File: src/common/flash_host_cfg.svh
`ifndef FLASH_HOST_CFG_SVH
`define FLASH_HOST_CFG_SVH

// Flash pin widths
`define FLASH_AW 24
`define FLASH_DW 16

// Clock and flash bus timing
`define CLK_PERIOD_NS 8
`define T_ACCESS_NS 75
`define T_RECOVER_NS 25
`define ACC_CYC ((`T_ACCESS_NS + `CLK_PERIOD_NS - 1) / `CLK_PERIOD_NS)
`define REC_CYC ((`T_RECOVER_NS + `CLK_PERIOD_NS - 1) / `CLK_PERIOD_NS)

// Flash command codes
`define CMD_PROGRAM 16'h0040
`define CMD_ERASE_SETUP 16'h0020
`define CMD_CONFIRM 16'h00D0
`define CMD_CLEAR_STATUS 16'h0050
`define CMD_READ_ARRAY 16'h00FF
`define CMD_READ_STATUS 16'h0070
`define CMD_QUERY 16'h0098
`define CMD_BUF_SETUP 16'h00E8

// Flash status word bits
`define SR_READY_BIT 7
`define SR_PROG_FAIL_BIT 4
`define SR_VOLT_BIT 3
`define SR_LOCK_BIT 1

// Wishbone register byte offsets
`define REG_CTRL 8'h00
`define REG_ADDR 8'h04
`define REG_DATA 8'h08
`define REG_STATUS 8'h0C
`define REG_RDATA 8'h10

// Control register field
`define CTRL_OP_LSB 0
`define CTRL_OP_MSB 3

// Host status register fields
`define ST_BUSY_BIT 0
`define ST_REFUSED_BIT 1
`define ST_ERR_BIT 2
`define ST_BUFPEND_BIT 3
`define ST_SR_LSB 8
`define ST_SR_MSB 15

`endif

File: src/common/flash_host_pkg.sv
package flash_host_pkg;
`include "flash_host_cfg.svh"

    // Flash and Wishbone side scalars
    typedef logic [`FLASH_AW-1:0] faddr_t;
    typedef logic [`FLASH_DW-1:0] fdata_t;
    typedef logic [7:0] wb_addr_t;
    typedef logic [31:0] wb_data_t;
    typedef logic [3:0] wb_sel_t;

    // Operations software may order
    typedef enum logic [3:0] {
        OP_NONE = 4'h0,
        OP_PROGRAM = 4'h1,
        OP_ERASE = 4'h2,
        OP_CLEAR = 4'h3,
        OP_READ_ARRAY = 4'h4,
        OP_READ_STATUS = 4'h5,
        OP_QUERY = 4'h6,
        OP_BUF_SETUP = 4'h7,
        OP_WRITE_RAW = 4'h8,
        OP_READ = 4'h9
    } op_e;

    // Sequencer states, Gray in listed order
    typedef enum logic [2:0] {
        S_IDLE = 3'h0,
        S_FIRST = 3'h1,
        S_SECOND = 3'h3,
        S_POLL = 3'h2,
        S_READ = 3'h6,
        S_FINISH = 3'h7
    } seq_state_e;

    // Single bus cycle states
    typedef enum logic [1:0] {
        C_IDLE = 2'h0,
        C_ACTIVE = 2'h1,
        C_HOLD = 2'h3,
        C_GAP = 2'h2
    } cyc_state_e;

    // One flash bus cycle request
    typedef struct packed {
        logic we;
        faddr_t addr;
        fdata_t data;
    } req_s;

endpackage : flash_host_pkg

File: src/design/flash_bus_cycle.sv
`timescale 1ns/1ps
`include "flash_host_cfg.svh"

module flash_bus_cycle #(
    parameter int ACC_CYC = `ACC_CYC,
    parameter int GAP_CYC = `REC_CYC
) (
    input wire logic clk_i,
    input wire logic rst_n_i,
    input wire logic start_i,
    input flash_host_pkg::req_s req_i,
    output logic done_o,
    output flash_host_pkg::fdata_t rdata_o,
    output logic ce_n_o,
    output logic oe_n_o,
    output logic we_n_o,
    output flash_host_pkg::faddr_t addr_o,
    output flash_host_pkg::fdata_t dq_o,
    output logic dq_oen_o,
    input flash_host_pkg::fdata_t dq_i
);
    import flash_host_pkg::*;

    cyc_state_e state_reg; // Cycle phase
    logic [7:0] cnt_reg; // Phase timer
    logic we_reg; // Direction of this cycle

    // One cycle: strobe low for the access time, then release and recover
    always_ff @(posedge clk_i or negedge rst_n_i) begin
        if (!rst_n_i) begin
            state_reg <= C_IDLE;
            cnt_reg <= 8'h00;
            we_reg <= 1'b0;
            done_o <= 1'b0;
            rdata_o <= '0;
            ce_n_o <= 1'b1;
            oe_n_o <= 1'b1;
            we_n_o <= 1'b1;
            addr_o <= '0;
            dq_o <= '0;
            dq_oen_o <= 1'b1;
        end else begin
            done_o <= 1'b0;
            case (state_reg)
                // Wait for a request, then assert chip enable and strobe
                C_IDLE: begin
                    if (start_i) begin
                        we_reg <= req_i.we;
                        addr_o <= req_i.addr;
                        dq_o <= req_i.data;
                        dq_oen_o <= !req_i.we;
                        ce_n_o <= 1'b0;
                        oe_n_o <= req_i.we;
                        we_n_o <= !req_i.we;
                        cnt_reg <= 8'(ACC_CYC - 1);
                        state_reg <= C_ACTIVE;
                    end
                end
                // Strobe held low for the access time
                C_ACTIVE: begin
                    if (cnt_reg == 8'h00) begin
                        if (!we_reg) begin
                            rdata_o <= dq_i;
                        end
                        ce_n_o <= 1'b1;
                        oe_n_o <= 1'b1;
                        we_n_o <= 1'b1;
                        state_reg <= C_HOLD;
                    end else begin
                        cnt_reg <= cnt_reg - 8'h01;
                    end
                end
                // Data held one cycle past the strobe edge
                C_HOLD: begin
                    dq_oen_o <= 1'b1;
                    cnt_reg <= 8'(GAP_CYC - 1);
                    state_reg <= C_GAP;
                end
                // Recovery with all strobes high, so every read is a fresh toggle
                C_GAP: begin
                    if (cnt_reg == 8'h00) begin
                        done_o <= 1'b1;
                        state_reg <= C_IDLE;
                    end else begin
                        cnt_reg <= cnt_reg - 8'h01;
                    end
                end
                default: begin
                    state_reg <= C_IDLE;
                end
            endcase
        end
    end

endmodule : flash_bus_cycle

File: src/design/flash_host_ctrl.sv
// Operation
// - Status refreshes only on enable toggles
// - Never send status command after buffer setup
// - Program: setup code, then data, same address
// - Read-array command returns array output
// - Clear status before retry after error
// - Erase: setup code, then confirm code
// - Erase confirm immediately follows setup
//
// Local design decisions: the Wishbone register port and the placing of the registers.
`timescale 1ns/1ps
`include "flash_host_cfg.svh"

module flash_host_ctrl #(
    parameter int ACC_CYC = `ACC_CYC,
    parameter int GAP_CYC = `REC_CYC
) (
    input wire logic SYS_CLK_I,
    input wire logic RESETN_I,
    input flash_host_pkg::wb_addr_t WB_ADR_I,
    input flash_host_pkg::wb_data_t WB_DAT_I,
    output flash_host_pkg::wb_data_t WB_DAT_O,
    input wire logic WB_WE_I,
    input flash_host_pkg::wb_sel_t WB_SEL_I,
    input wire logic WB_CYC_I,
    input wire logic WB_STB_I,
    output logic WB_ACK_O,
    output logic FLASH_CE_N_O,
    output logic FLASH_OE_N_O,
    output logic FLASH_WE_N_O,
    output flash_host_pkg::faddr_t FLASH_ADDR_O,
    output flash_host_pkg::fdata_t FLASH_DQ_O,
    output logic FLASH_DQ_OEN_O,
    input flash_host_pkg::fdata_t FLASH_DQ_I
);
    import flash_host_pkg::*;

    // Merge byte lanes of a bus write into a register
    function automatic wb_data_t wb_merge(input wb_data_t old, input wb_data_t nw,
                                          input wb_sel_t sel);
        wb_data_t res;
        res = old;
        for (int i = 0; i < 4; i++) begin
            if (sel[i]) begin
                res[i*8 +: 8] = nw[i*8 +: 8];
            end
        end
        return res;
    endfunction : wb_merge

    // Any error flag in a status byte
    function automatic logic sr_error(input logic [7:0] sr);
        return sr[`SR_PROG_FAIL_BIT] | sr[`SR_VOLT_BIT] | sr[`SR_LOCK_BIT];
    endfunction : sr_error

    wb_data_t addr_reg; // Target flash address
    wb_data_t data_reg; // Write data or raw word
    wb_data_t ctrl_reg; // Last order written
    fdata_t rdata_reg; // Data of the last single read from flash, not of status polls
    logic [7:0] sr_reg; // Last status byte seen
    logic err_seen_reg; // Error found, clear needed
    logic refused_reg; // An order was refused
    logic buf_pending_reg; // Buffer setup awaiting count word
    seq_state_e state_reg; // Sequencer state
    op_e op_reg; // Operation in progress
    logic issued_reg; // Bus cycle outstanding
    logic cyc_start_reg; // Bus cycle start pulse
    req_s req_reg; // Bus cycle request
    logic cyc_done; // Bus cycle finished
    fdata_t cyc_rdata; // Bus cycle read data
    logic bus_wr; // Write takes effect this edge
    op_e new_op; // Op field of the bus write
    logic ctrl_wr; // Order written this edge
    logic refuse; // Order must be refused
    logic go; // Order accepted

    assign bus_wr = WB_CYC_I && WB_STB_I && WB_ACK_O && WB_WE_I;
    assign new_op = op_e'(WB_DAT_I[`CTRL_OP_MSB:`CTRL_OP_LSB]);
    assign ctrl_wr = bus_wr && (WB_ADR_I == `REG_CTRL) && WB_SEL_I[0];
    // no status command in buffer phase
    assign refuse = (state_reg != S_IDLE)
        || (err_seen_reg && (new_op == OP_PROGRAM || new_op == OP_ERASE
                             || new_op == OP_BUF_SETUP))
        || (buf_pending_reg && new_op == OP_READ_STATUS);
    assign go = ctrl_wr && !refuse && (new_op != OP_NONE);

    // Wishbone slave: ack one cycle after request, read data registered
    always_ff @(posedge SYS_CLK_I or negedge RESETN_I) begin
        if (!RESETN_I) begin
            WB_ACK_O <= 1'b0;
            WB_DAT_O <= '0;
        end else begin
            WB_ACK_O <= WB_CYC_I && WB_STB_I && !WB_ACK_O;
            WB_DAT_O <= '0;
            case (WB_ADR_I)
                `REG_CTRL: WB_DAT_O <= ctrl_reg;
                `REG_ADDR: WB_DAT_O <= addr_reg;
                `REG_DATA: WB_DAT_O <= data_reg;
                `REG_STATUS: begin
                    WB_DAT_O[`ST_BUSY_BIT] <= (state_reg != S_IDLE);
                    WB_DAT_O[`ST_REFUSED_BIT] <= refused_reg;
                    WB_DAT_O[`ST_ERR_BIT] <= err_seen_reg;
                    WB_DAT_O[`ST_BUFPEND_BIT] <= buf_pending_reg;
                    WB_DAT_O[`ST_SR_MSB:`ST_SR_LSB] <= sr_reg;
                end
                `REG_RDATA: WB_DAT_O <= 32'(rdata_reg);
                default: WB_DAT_O <= '0;
            endcase
        end
    end

    // Software-written registers
    always_ff @(posedge SYS_CLK_I or negedge RESETN_I) begin
        if (!RESETN_I) begin
            addr_reg <= '0;
            data_reg <= '0;
            ctrl_reg <= '0;
        end else if (bus_wr) begin
            case (WB_ADR_I)
                `REG_ADDR: addr_reg <= wb_merge(addr_reg, WB_DAT_I, WB_SEL_I);
                `REG_DATA: data_reg <= wb_merge(data_reg, WB_DAT_I, WB_SEL_I);
                `REG_CTRL: ctrl_reg <= wb_merge(ctrl_reg, WB_DAT_I, WB_SEL_I);
                default: ctrl_reg <= ctrl_reg;
            endcase
        end
    end

    // Refused flag: set on refusal, write one to clear, set wins
    always_ff @(posedge SYS_CLK_I or negedge RESETN_I) begin
        if (!RESETN_I) begin
            refused_reg <= 1'b0;
        end else if (ctrl_wr && refuse) begin
            refused_reg <= 1'b1;
        end else if (bus_wr && WB_ADR_I == `REG_STATUS && WB_SEL_I[0]
                     && WB_DAT_I[`ST_REFUSED_BIT]) begin
            refused_reg <= 1'b0;
        end
    end

    // Error and buffer-phase bookkeeping
    always_ff @(posedge SYS_CLK_I or negedge RESETN_I) begin
        if (!RESETN_I) begin
            err_seen_reg <= 1'b0;
            buf_pending_reg <= 1'b0;
        end else begin
            if (state_reg == S_FINISH && sr_error(sr_reg)
                && (op_reg == OP_PROGRAM || op_reg == OP_ERASE
                    || op_reg == OP_BUF_SETUP || op_reg == OP_READ_STATUS)) begin
                err_seen_reg <= 1'b1;
            end else if (state_reg == S_FINISH && op_reg == OP_CLEAR) begin
                err_seen_reg <= 1'b0;
            end
            // next written word is the count
            if (state_reg == S_FINISH && op_reg == OP_BUF_SETUP) begin
                buf_pending_reg <= 1'b1;
            end else if (go) begin
                buf_pending_reg <= 1'b0;
            end
        end
    end

    // Sequencer: issues flash bus cycles for one order
    always_ff @(posedge SYS_CLK_I or negedge RESETN_I) begin
        if (!RESETN_I) begin
            state_reg <= S_IDLE;
            op_reg <= OP_NONE;
            issued_reg <= 1'b0;
            cyc_start_reg <= 1'b0;
            req_reg <= '0;
            sr_reg <= 8'h00;
            rdata_reg <= '0;
        end else begin
            cyc_start_reg <= 1'b0;
            case (state_reg)
                // Accept an order
                S_IDLE: begin
                    issued_reg <= 1'b0;
                    if (go) begin
                        op_reg <= new_op;
                        state_reg <= (new_op == OP_READ) ? S_READ : S_FIRST;
                    end
                end
                // First write: command code or raw word
                S_FIRST: begin
                    if (!issued_reg) begin
                        issued_reg <= 1'b1;
                        cyc_start_reg <= 1'b1;
                        req_reg.we <= 1'b1;
                        req_reg.addr <= addr_reg[`FLASH_AW-1:0];
                        case (op_reg)
                            OP_PROGRAM: req_reg.data <= `CMD_PROGRAM;
                            OP_ERASE: req_reg.data <= `CMD_ERASE_SETUP;
                            OP_CLEAR: req_reg.data <= `CMD_CLEAR_STATUS;
                            OP_READ_ARRAY: req_reg.data <= `CMD_READ_ARRAY;
                            OP_READ_STATUS: req_reg.data <= `CMD_READ_STATUS;
                            OP_QUERY: req_reg.data <= `CMD_QUERY;
                            OP_BUF_SETUP: req_reg.data <= `CMD_BUF_SETUP;
                            default: req_reg.data <= data_reg[`FLASH_DW-1:0];
                        endcase
                    end else if (cyc_done) begin
                        issued_reg <= 1'b0;
                        case (op_reg)
                            OP_PROGRAM, OP_ERASE: state_reg <= S_SECOND;
                            // status is output, poll without a command
                            OP_BUF_SETUP: state_reg <= S_POLL;
                            OP_READ_STATUS: state_reg <= S_READ;
                            default: state_reg <= S_FINISH;
                        endcase
                    end
                end
                // Second write: data or confirm, same address
                S_SECOND: begin
                    if (!issued_reg) begin
                        issued_reg <= 1'b1;
                        cyc_start_reg <= 1'b1;
                        req_reg.we <= 1'b1;
                        req_reg.data <= (op_reg == OP_PROGRAM) ? data_reg[`FLASH_DW-1:0]
                                                               : `CMD_CONFIRM;
                    end else if (cyc_done) begin
                        issued_reg <= 1'b0;
                        state_reg <= S_POLL;
                    end
                end
                // each poll is a fresh enable toggle
                S_POLL: begin
                    if (!issued_reg) begin
                        issued_reg <= 1'b1;
                        cyc_start_reg <= 1'b1;
                        req_reg.we <= 1'b0;
                    end else if (cyc_done) begin
                        issued_reg <= 1'b0;
                        sr_reg <= cyc_rdata[7:0];
                        if (cyc_rdata[`SR_READY_BIT]) begin
                            state_reg <= S_FINISH;
                        end
                    end
                end
                // Single read of array, query or status data
                S_READ: begin
                    if (!issued_reg) begin
                        issued_reg <= 1'b1;
                        cyc_start_reg <= 1'b1;
                        req_reg.we <= 1'b0;
                        req_reg.addr <= addr_reg[`FLASH_AW-1:0];
                    end else if (cyc_done) begin
                        issued_reg <= 1'b0;
                        rdata_reg <= cyc_rdata;
                        if (op_reg == OP_READ_STATUS) begin
                            sr_reg <= cyc_rdata[7:0];
                        end
                        state_reg <= S_FINISH;
                    end
                end
                // Settle flags, then idle
                S_FINISH: begin
                    state_reg <= S_IDLE;
                end
                default: begin
                    state_reg <= S_IDLE;
                end
            endcase
        end
    end

    // Pin timing engine
    flash_bus_cycle #(
        .ACC_CYC(ACC_CYC),
        .GAP_CYC(GAP_CYC)
    ) u_cycle (
        .clk_i(SYS_CLK_I),
        .rst_n_i(RESETN_I),
        .start_i(cyc_start_reg),
        .req_i(req_reg),
        .done_o(cyc_done),
        .rdata_o(cyc_rdata),
        .ce_n_o(FLASH_CE_N_O),
        .oe_n_o(FLASH_OE_N_O),
        .we_n_o(FLASH_WE_N_O),
        .addr_o(FLASH_ADDR_O),
        .dq_o(FLASH_DQ_O),
        .dq_oen_o(FLASH_DQ_OEN_O),
        .dq_i(FLASH_DQ_I)
    );

    // Checks
    property p_poll_toggle;
        @(posedge SYS_CLK_I) disable iff (!RESETN_I)
        (state_reg == S_POLL && cyc_start_reg) |=> !FLASH_OE_N_O ##[1:300] FLASH_OE_N_O;
    endproperty
    a_poll_toggle: assert property (p_poll_toggle) else $error("poll without OE toggle");
    property p_no_status_cmd;
        @(posedge SYS_CLK_I) disable iff (!RESETN_I)
        buf_pending_reg |-> !(ctrl_wr && !refuse && new_op == OP_READ_STATUS);
    endproperty
    a_no_status_cmd: assert property (p_no_status_cmd) else $error("status cmd in buffer");
    property p_prog_pair;
        @(posedge SYS_CLK_I) disable iff (!RESETN_I)
        (state_reg == S_SECOND && op_reg == OP_PROGRAM && cyc_start_reg)
        |-> req_reg.we && req_reg.data == data_reg[`FLASH_DW-1:0]
            && req_reg.addr == addr_reg[`FLASH_AW-1:0];
    endproperty
    a_prog_pair: assert property (p_prog_pair) else $error("program data mismatch");
    property p_read_array;
        @(posedge SYS_CLK_I) disable iff (!RESETN_I)
        (go && new_op == OP_READ_ARRAY) |=> ##1 (req_reg.data == `CMD_READ_ARRAY && cyc_start_reg);
    endproperty
    a_read_array: assert property (p_read_array) else $error("read array code wrong");
    property p_err_block;
        @(posedge SYS_CLK_I) disable iff (!RESETN_I)
        err_seen_reg |-> !(go && new_op == OP_PROGRAM);
    endproperty
    a_err_block: assert property (p_err_block) else $error("program after error");
    property p_erase_confirm;
        @(posedge SYS_CLK_I) disable iff (!RESETN_I)
        (state_reg == S_SECOND && op_reg == OP_ERASE && cyc_start_reg)
        |-> req_reg.data == `CMD_CONFIRM && $past(state_reg, 2) == S_FIRST;
    endproperty
    a_erase_confirm: assert property (p_erase_confirm) else $error("bad erase confirm");
    property p_erase_next;
        @(posedge SYS_CLK_I) disable iff (!RESETN_I)
        (cyc_done && state_reg == S_FIRST && op_reg == OP_ERASE) |=> state_reg == S_SECOND;
    endproperty
    a_erase_next: assert property (p_erase_next) else $error("erase confirm delayed");
    property p_ack_pulse;
        @(posedge SYS_CLK_I) disable iff (!RESETN_I)
        WB_ACK_O |=> !WB_ACK_O;
    endproperty
    a_ack_pulse: assert property (p_ack_pulse) else $error("ack held two cycles");
    c_program: cover property (@(posedge SYS_CLK_I) state_reg == S_FINISH && op_reg == OP_PROGRAM);
    c_erase: cover property (@(posedge SYS_CLK_I) state_reg == S_FINISH && op_reg == OP_ERASE);
    c_refused: cover property (@(posedge SYS_CLK_I) ctrl_wr && refuse);
    c_query: cover property (@(posedge SYS_CLK_I) state_reg == S_FINISH && op_reg == OP_QUERY);

endmodule : flash_host_ctrl

File: config.mk
export PLATFORM = sky130hd
export DESIGN_NAME = flash_host_ctrl
export DESIGN_NICKNAME = d
export VERILOG_FILES = /design/src/common/flash_host_pkg.sv /design/src/design/flash_bus_cycle.sv /design/src/design/flash_host_ctrl.sv
export VERILOG_INCLUDE_DIRS = /design/src /design/src/common
export SDC_FILE = /design/constraint.sdc
export NUM_CORES = 1
export LEC_CHECK = 0
export ABC_AREA = 1
export BUFFER_PORTS_ARGS = -buffer_cell sky130_fd_sc_hd__buf_2
export CAP_MARGIN = 20
export CORE_MARGIN = 4
export CORE_UTILIZATION = 25
export CTS_BUF_LIST = sky130_fd_sc_hd__clkbuf_16
export DETAILED_ROUTE_END_ITERATION = 12
export GPL_ROUTABILITY_DRIVEN = 0
export SLEW_MARGIN = 20
export SYNTH_ARGS = -nofsm -noshare
export SYNTH_HDL_FRONTEND = slang
export SYNTH_SLANG_ARGS = --single-unit
File: constraint.sdc
create_clock -name SYS_CLK_I -period 1.92 [get_ports SYS_CLK_I]
set_clock_uncertainty 0.05 [all_clocks]
set_input_delay 0.096 -clock SYS_CLK_I [delete_from_list [all_inputs] [get_ports SYS_CLK_I]]
set_output_delay 0.096 -clock SYS_CLK_I [all_outputs]
set_load 0.01 [all_outputs]
==> impl_metrics.yaml <==
outcome:
  status: "finished clean"
routing:
  finalWirelength_mm: 32.2
  drtAntennaViolNets: 0
  vias_per_cell: 4.37
  dr.pass1.iters: 5
  wl_per_cell_um: 15.3
  drt_iter0_drc: 643
  drc: 0
  vias: 9172
worst_setup_path:
  critPathSlowestCell: "dfrtp_1"
  cp_data_arrival_time_ns: 2.19
  slowest_delay_ns: 0.38
  critPathMaxFanout: 31
  cp_top_family: "simple AND/OR/NAND/NOR gates"
  crit_chain: "inv_2, ha_1, inv_1, nor2_2, nand4_1, nor2_4, nand2_2, buf_12, nor2_1, a21oi_1"
  cp-start-kind: "flop"
  critPathBufInv: 3
  crit_type: "reg2reg"
  cp-end-kind: "flop"
  cp.required_ns: 2.31
logic_synthesis:
  synth_area_leader_cell: "dfrtp_1"
  synth-seq-cells: 278
  synth-simple-area-share: 0.185
  synth_edf_count: 0
  synthXorXnorAreaFrac: 0.00305
  synth_area_sq_um: 11500
  muxShareOfSynthArea: 0.00653
  yosysMostFrequentCell: "nand2_1"
  yosysWarnings: 0
  synth-async-reset-ratio: 1.00
  yosys.area_share.adder: 0.00653
  synthDominantCellAreaShare: 0.596
  synth.yosys.seq_area_share: 0.605
  synthFlopType: "dfrtp_1"
  synth_fp_nets: 1342
  synth_top_family_by_area: "simple AND/OR/NAND/NOR gates"
  synth-compound-area-share: 0.130
  postSynthAreaPerCell_sq_um: 9.05
  synth_cell_types: 46
  yosys-top-cells-count: "nand2_1, dfrtp_1, o21ai_0, inv_1, nor2_1"
  yosys-top-cells-area: "dfrtp_1, nand2_1, o21ai_0, inv_1, nor2_1"
  synth_cells: 1271
clocking:
  cts-root-buf: "clkbuf_16"
  cts_inserted_buffers: 29
  path_clk_slew_ns: 0.06
  cts.htree.levels: 1
  tritoncts: "built"
  clockBufferDepth: 3
  clk_latency_ns: 0.55
  cts.sinks: 278
placement:
  place_ws_ns: 0.0161
  io_buffers: 141
  dp_hpwl_mm: 23.1
power:
  p_comb_frac: 0.199
  p_seq_frac: 0.448
  vdd_drop_max_mv: 0.585
  switching_share: 0.302
  power_density_nw_per_um2: 1030
  clkPwrFrac: 0.353
  power.switching_w: 0.00452
  leakage_nw: 7.23
  power.internal_w: 0.0105
floorplan:
  num_rows: 78
  die-area_sq_um: 49500
  ios: 142
  fp.dieW_um: 223
  start_util: 0.253
  core_area_sq_um: 45500
  die_height_um: 223
flow_run:
  cap_violations: 0
timing:
  hold_viol: 0
  post-route-min-period_ns: 1.80
  slew_headroom: 0.646
  worst_slack_ns: 0.116
  clock.fmax_ghz: 0.554
  setup_violations: 0
  timing.final.crit_share: 0.940
  slew_viol_final: 0
  tightest_slew_ns: 0.531
global_route:
  grt_pass1_vias: 8989
  grt_remaining_overflow: 0
  antenna_found_initial: 1
  grt_max_degree: 62
  grt_pass1_wl_mm: 51.0
  grt_usage: 0.127
finish:
  multi_input_area_sq_um: 3840
  seq_area_sq_um: 6960
  largest_register_ffs: 41
  final_layout_size_suffix_gt1_frac: 0.167
  fill_cells: 4805
  post-route-util: 0.318
  syn_to_final_growth_pct: 25.9
  nNetsFinal: 1546
min_path:
  hold_class: "in2async"
==> cells by family (layout without fill, tap and decap cells) <==
group           after synthesis  in the layout
compound gates              274            274
xor+xnor                      4              4
fa+ha+maj                     6              6
buf+inv                     181            406
flops                       278            278
mux                           6              6
other cells                   0              1
simple gates                522            522
==> layout by cell type, fill, tap and decap left out, drive strengths merged <==
cell type      n
nor2          71
o22ai         13
nand4          6
o21a           1
xor2           4
nor3           5
inv          149
clkinv         6
o31ai          1
diode          1
a22oi          1
bufinv         2
a21oi         39
nand2        401
dfrtp        274
a211oi         2
o211ai        14
o2111ai        4
nand3         37
a21boi         1
o21ai        193
nand3b         1
ha             6
clkinvlp       1
mux2           6
clkbuf        29
buf          166
o311ai         1
a21o           1
a31oi          1
dlygate4sd3   53
dfstp          4
nor3b          1
o21bai         2
==> final timing paths <==
kind | startpoint | to | slack (ns) | cells after the start
min in group SYS_CLK_I | WB_ADR_I[1] | refused_reg | 0.09 | 7
hold reg to reg | WB_ACK_O | WB_ACK_O | 0.41 | 1
setup / recovery | u_cycle.cnt_reg[0] | u_cycle.rdata_o[12] | 0.12 | 10
setup reg to reg | u_cycle.cnt_reg[0] | u_cycle.rdata_o[12] | 0.12 | 10
max in group asynchronous | RESETN_I | u_cycle.ce_n_o | 1.06 | 3
hold / removal | RESETN_I | u_cycle.addr_o[19] | 0.02 | 2
==> power groups by stage <==
stage                     sequential, W  clock, W  combinational, W
final                           0.00672   0.00528           0.00298
after global routing            0.00678   0.00566           0.00340
after CTS                       0.00671   0.00544           0.00295
after detailed placement        0.00682         0           0.00284
after global placement          0.00680         0           0.00277
after floorplan                 0.00679         0           0.00187
==> layout make-up <==
type / instances / share of cell area
flip-flops and latches: 278 / 0.481
multi-input cells: 812 / 0.265
repair buffers: 219 / 0.106
well taps: 600 / 0.0519
clock buffers: 29 / 0.0501
inverters: 135 / 0.0350
clock inverters: 23 / 0.0107
diodes: 1 / 0.000173
==> per-stage QoR <==
stage	std cells	setup TNS [ns]	power, W	cell area [sq um]	hold slack (ns)
3_5_place_dp	1989	0	0.00966	13000	0.0265
6_report	2097	0	0.0150	14500	0.0233
2_1_floorplan	1271	0	0.00866	11500	-0.250
3_3_place_gp	1989	0	0.00957	13000	0.0334
5_1_grt	2097	-0.339	0.0158	14500	0.0603
4_1_cts	2094	0	0.0151	14400	0.0346
==> layer usage <==
metal	track usage	wire length (um)	vias to the layer above
li1	-	-	4491
met1	0.185	15300	4413
met2	0.200	14600	226
met3	0.0188	1570	42
met4	0.0300	598	0
met5	0	0	-
==> repair_timing <==
| action | 4_1_cts | 5_1_grt |
|---|---|---|
| setup buffers | 0 | 2 |
| hold endpoints to repair | 393 | 0 |
| gates resized for setup | 1 | 13 |
| setup endpoints to repair | 2 | 31 |
| hold buffers | 53 | 0 |
| pin swaps | 0 | 1 |
No activity file was read; power rests on OpenSTA's default activity.
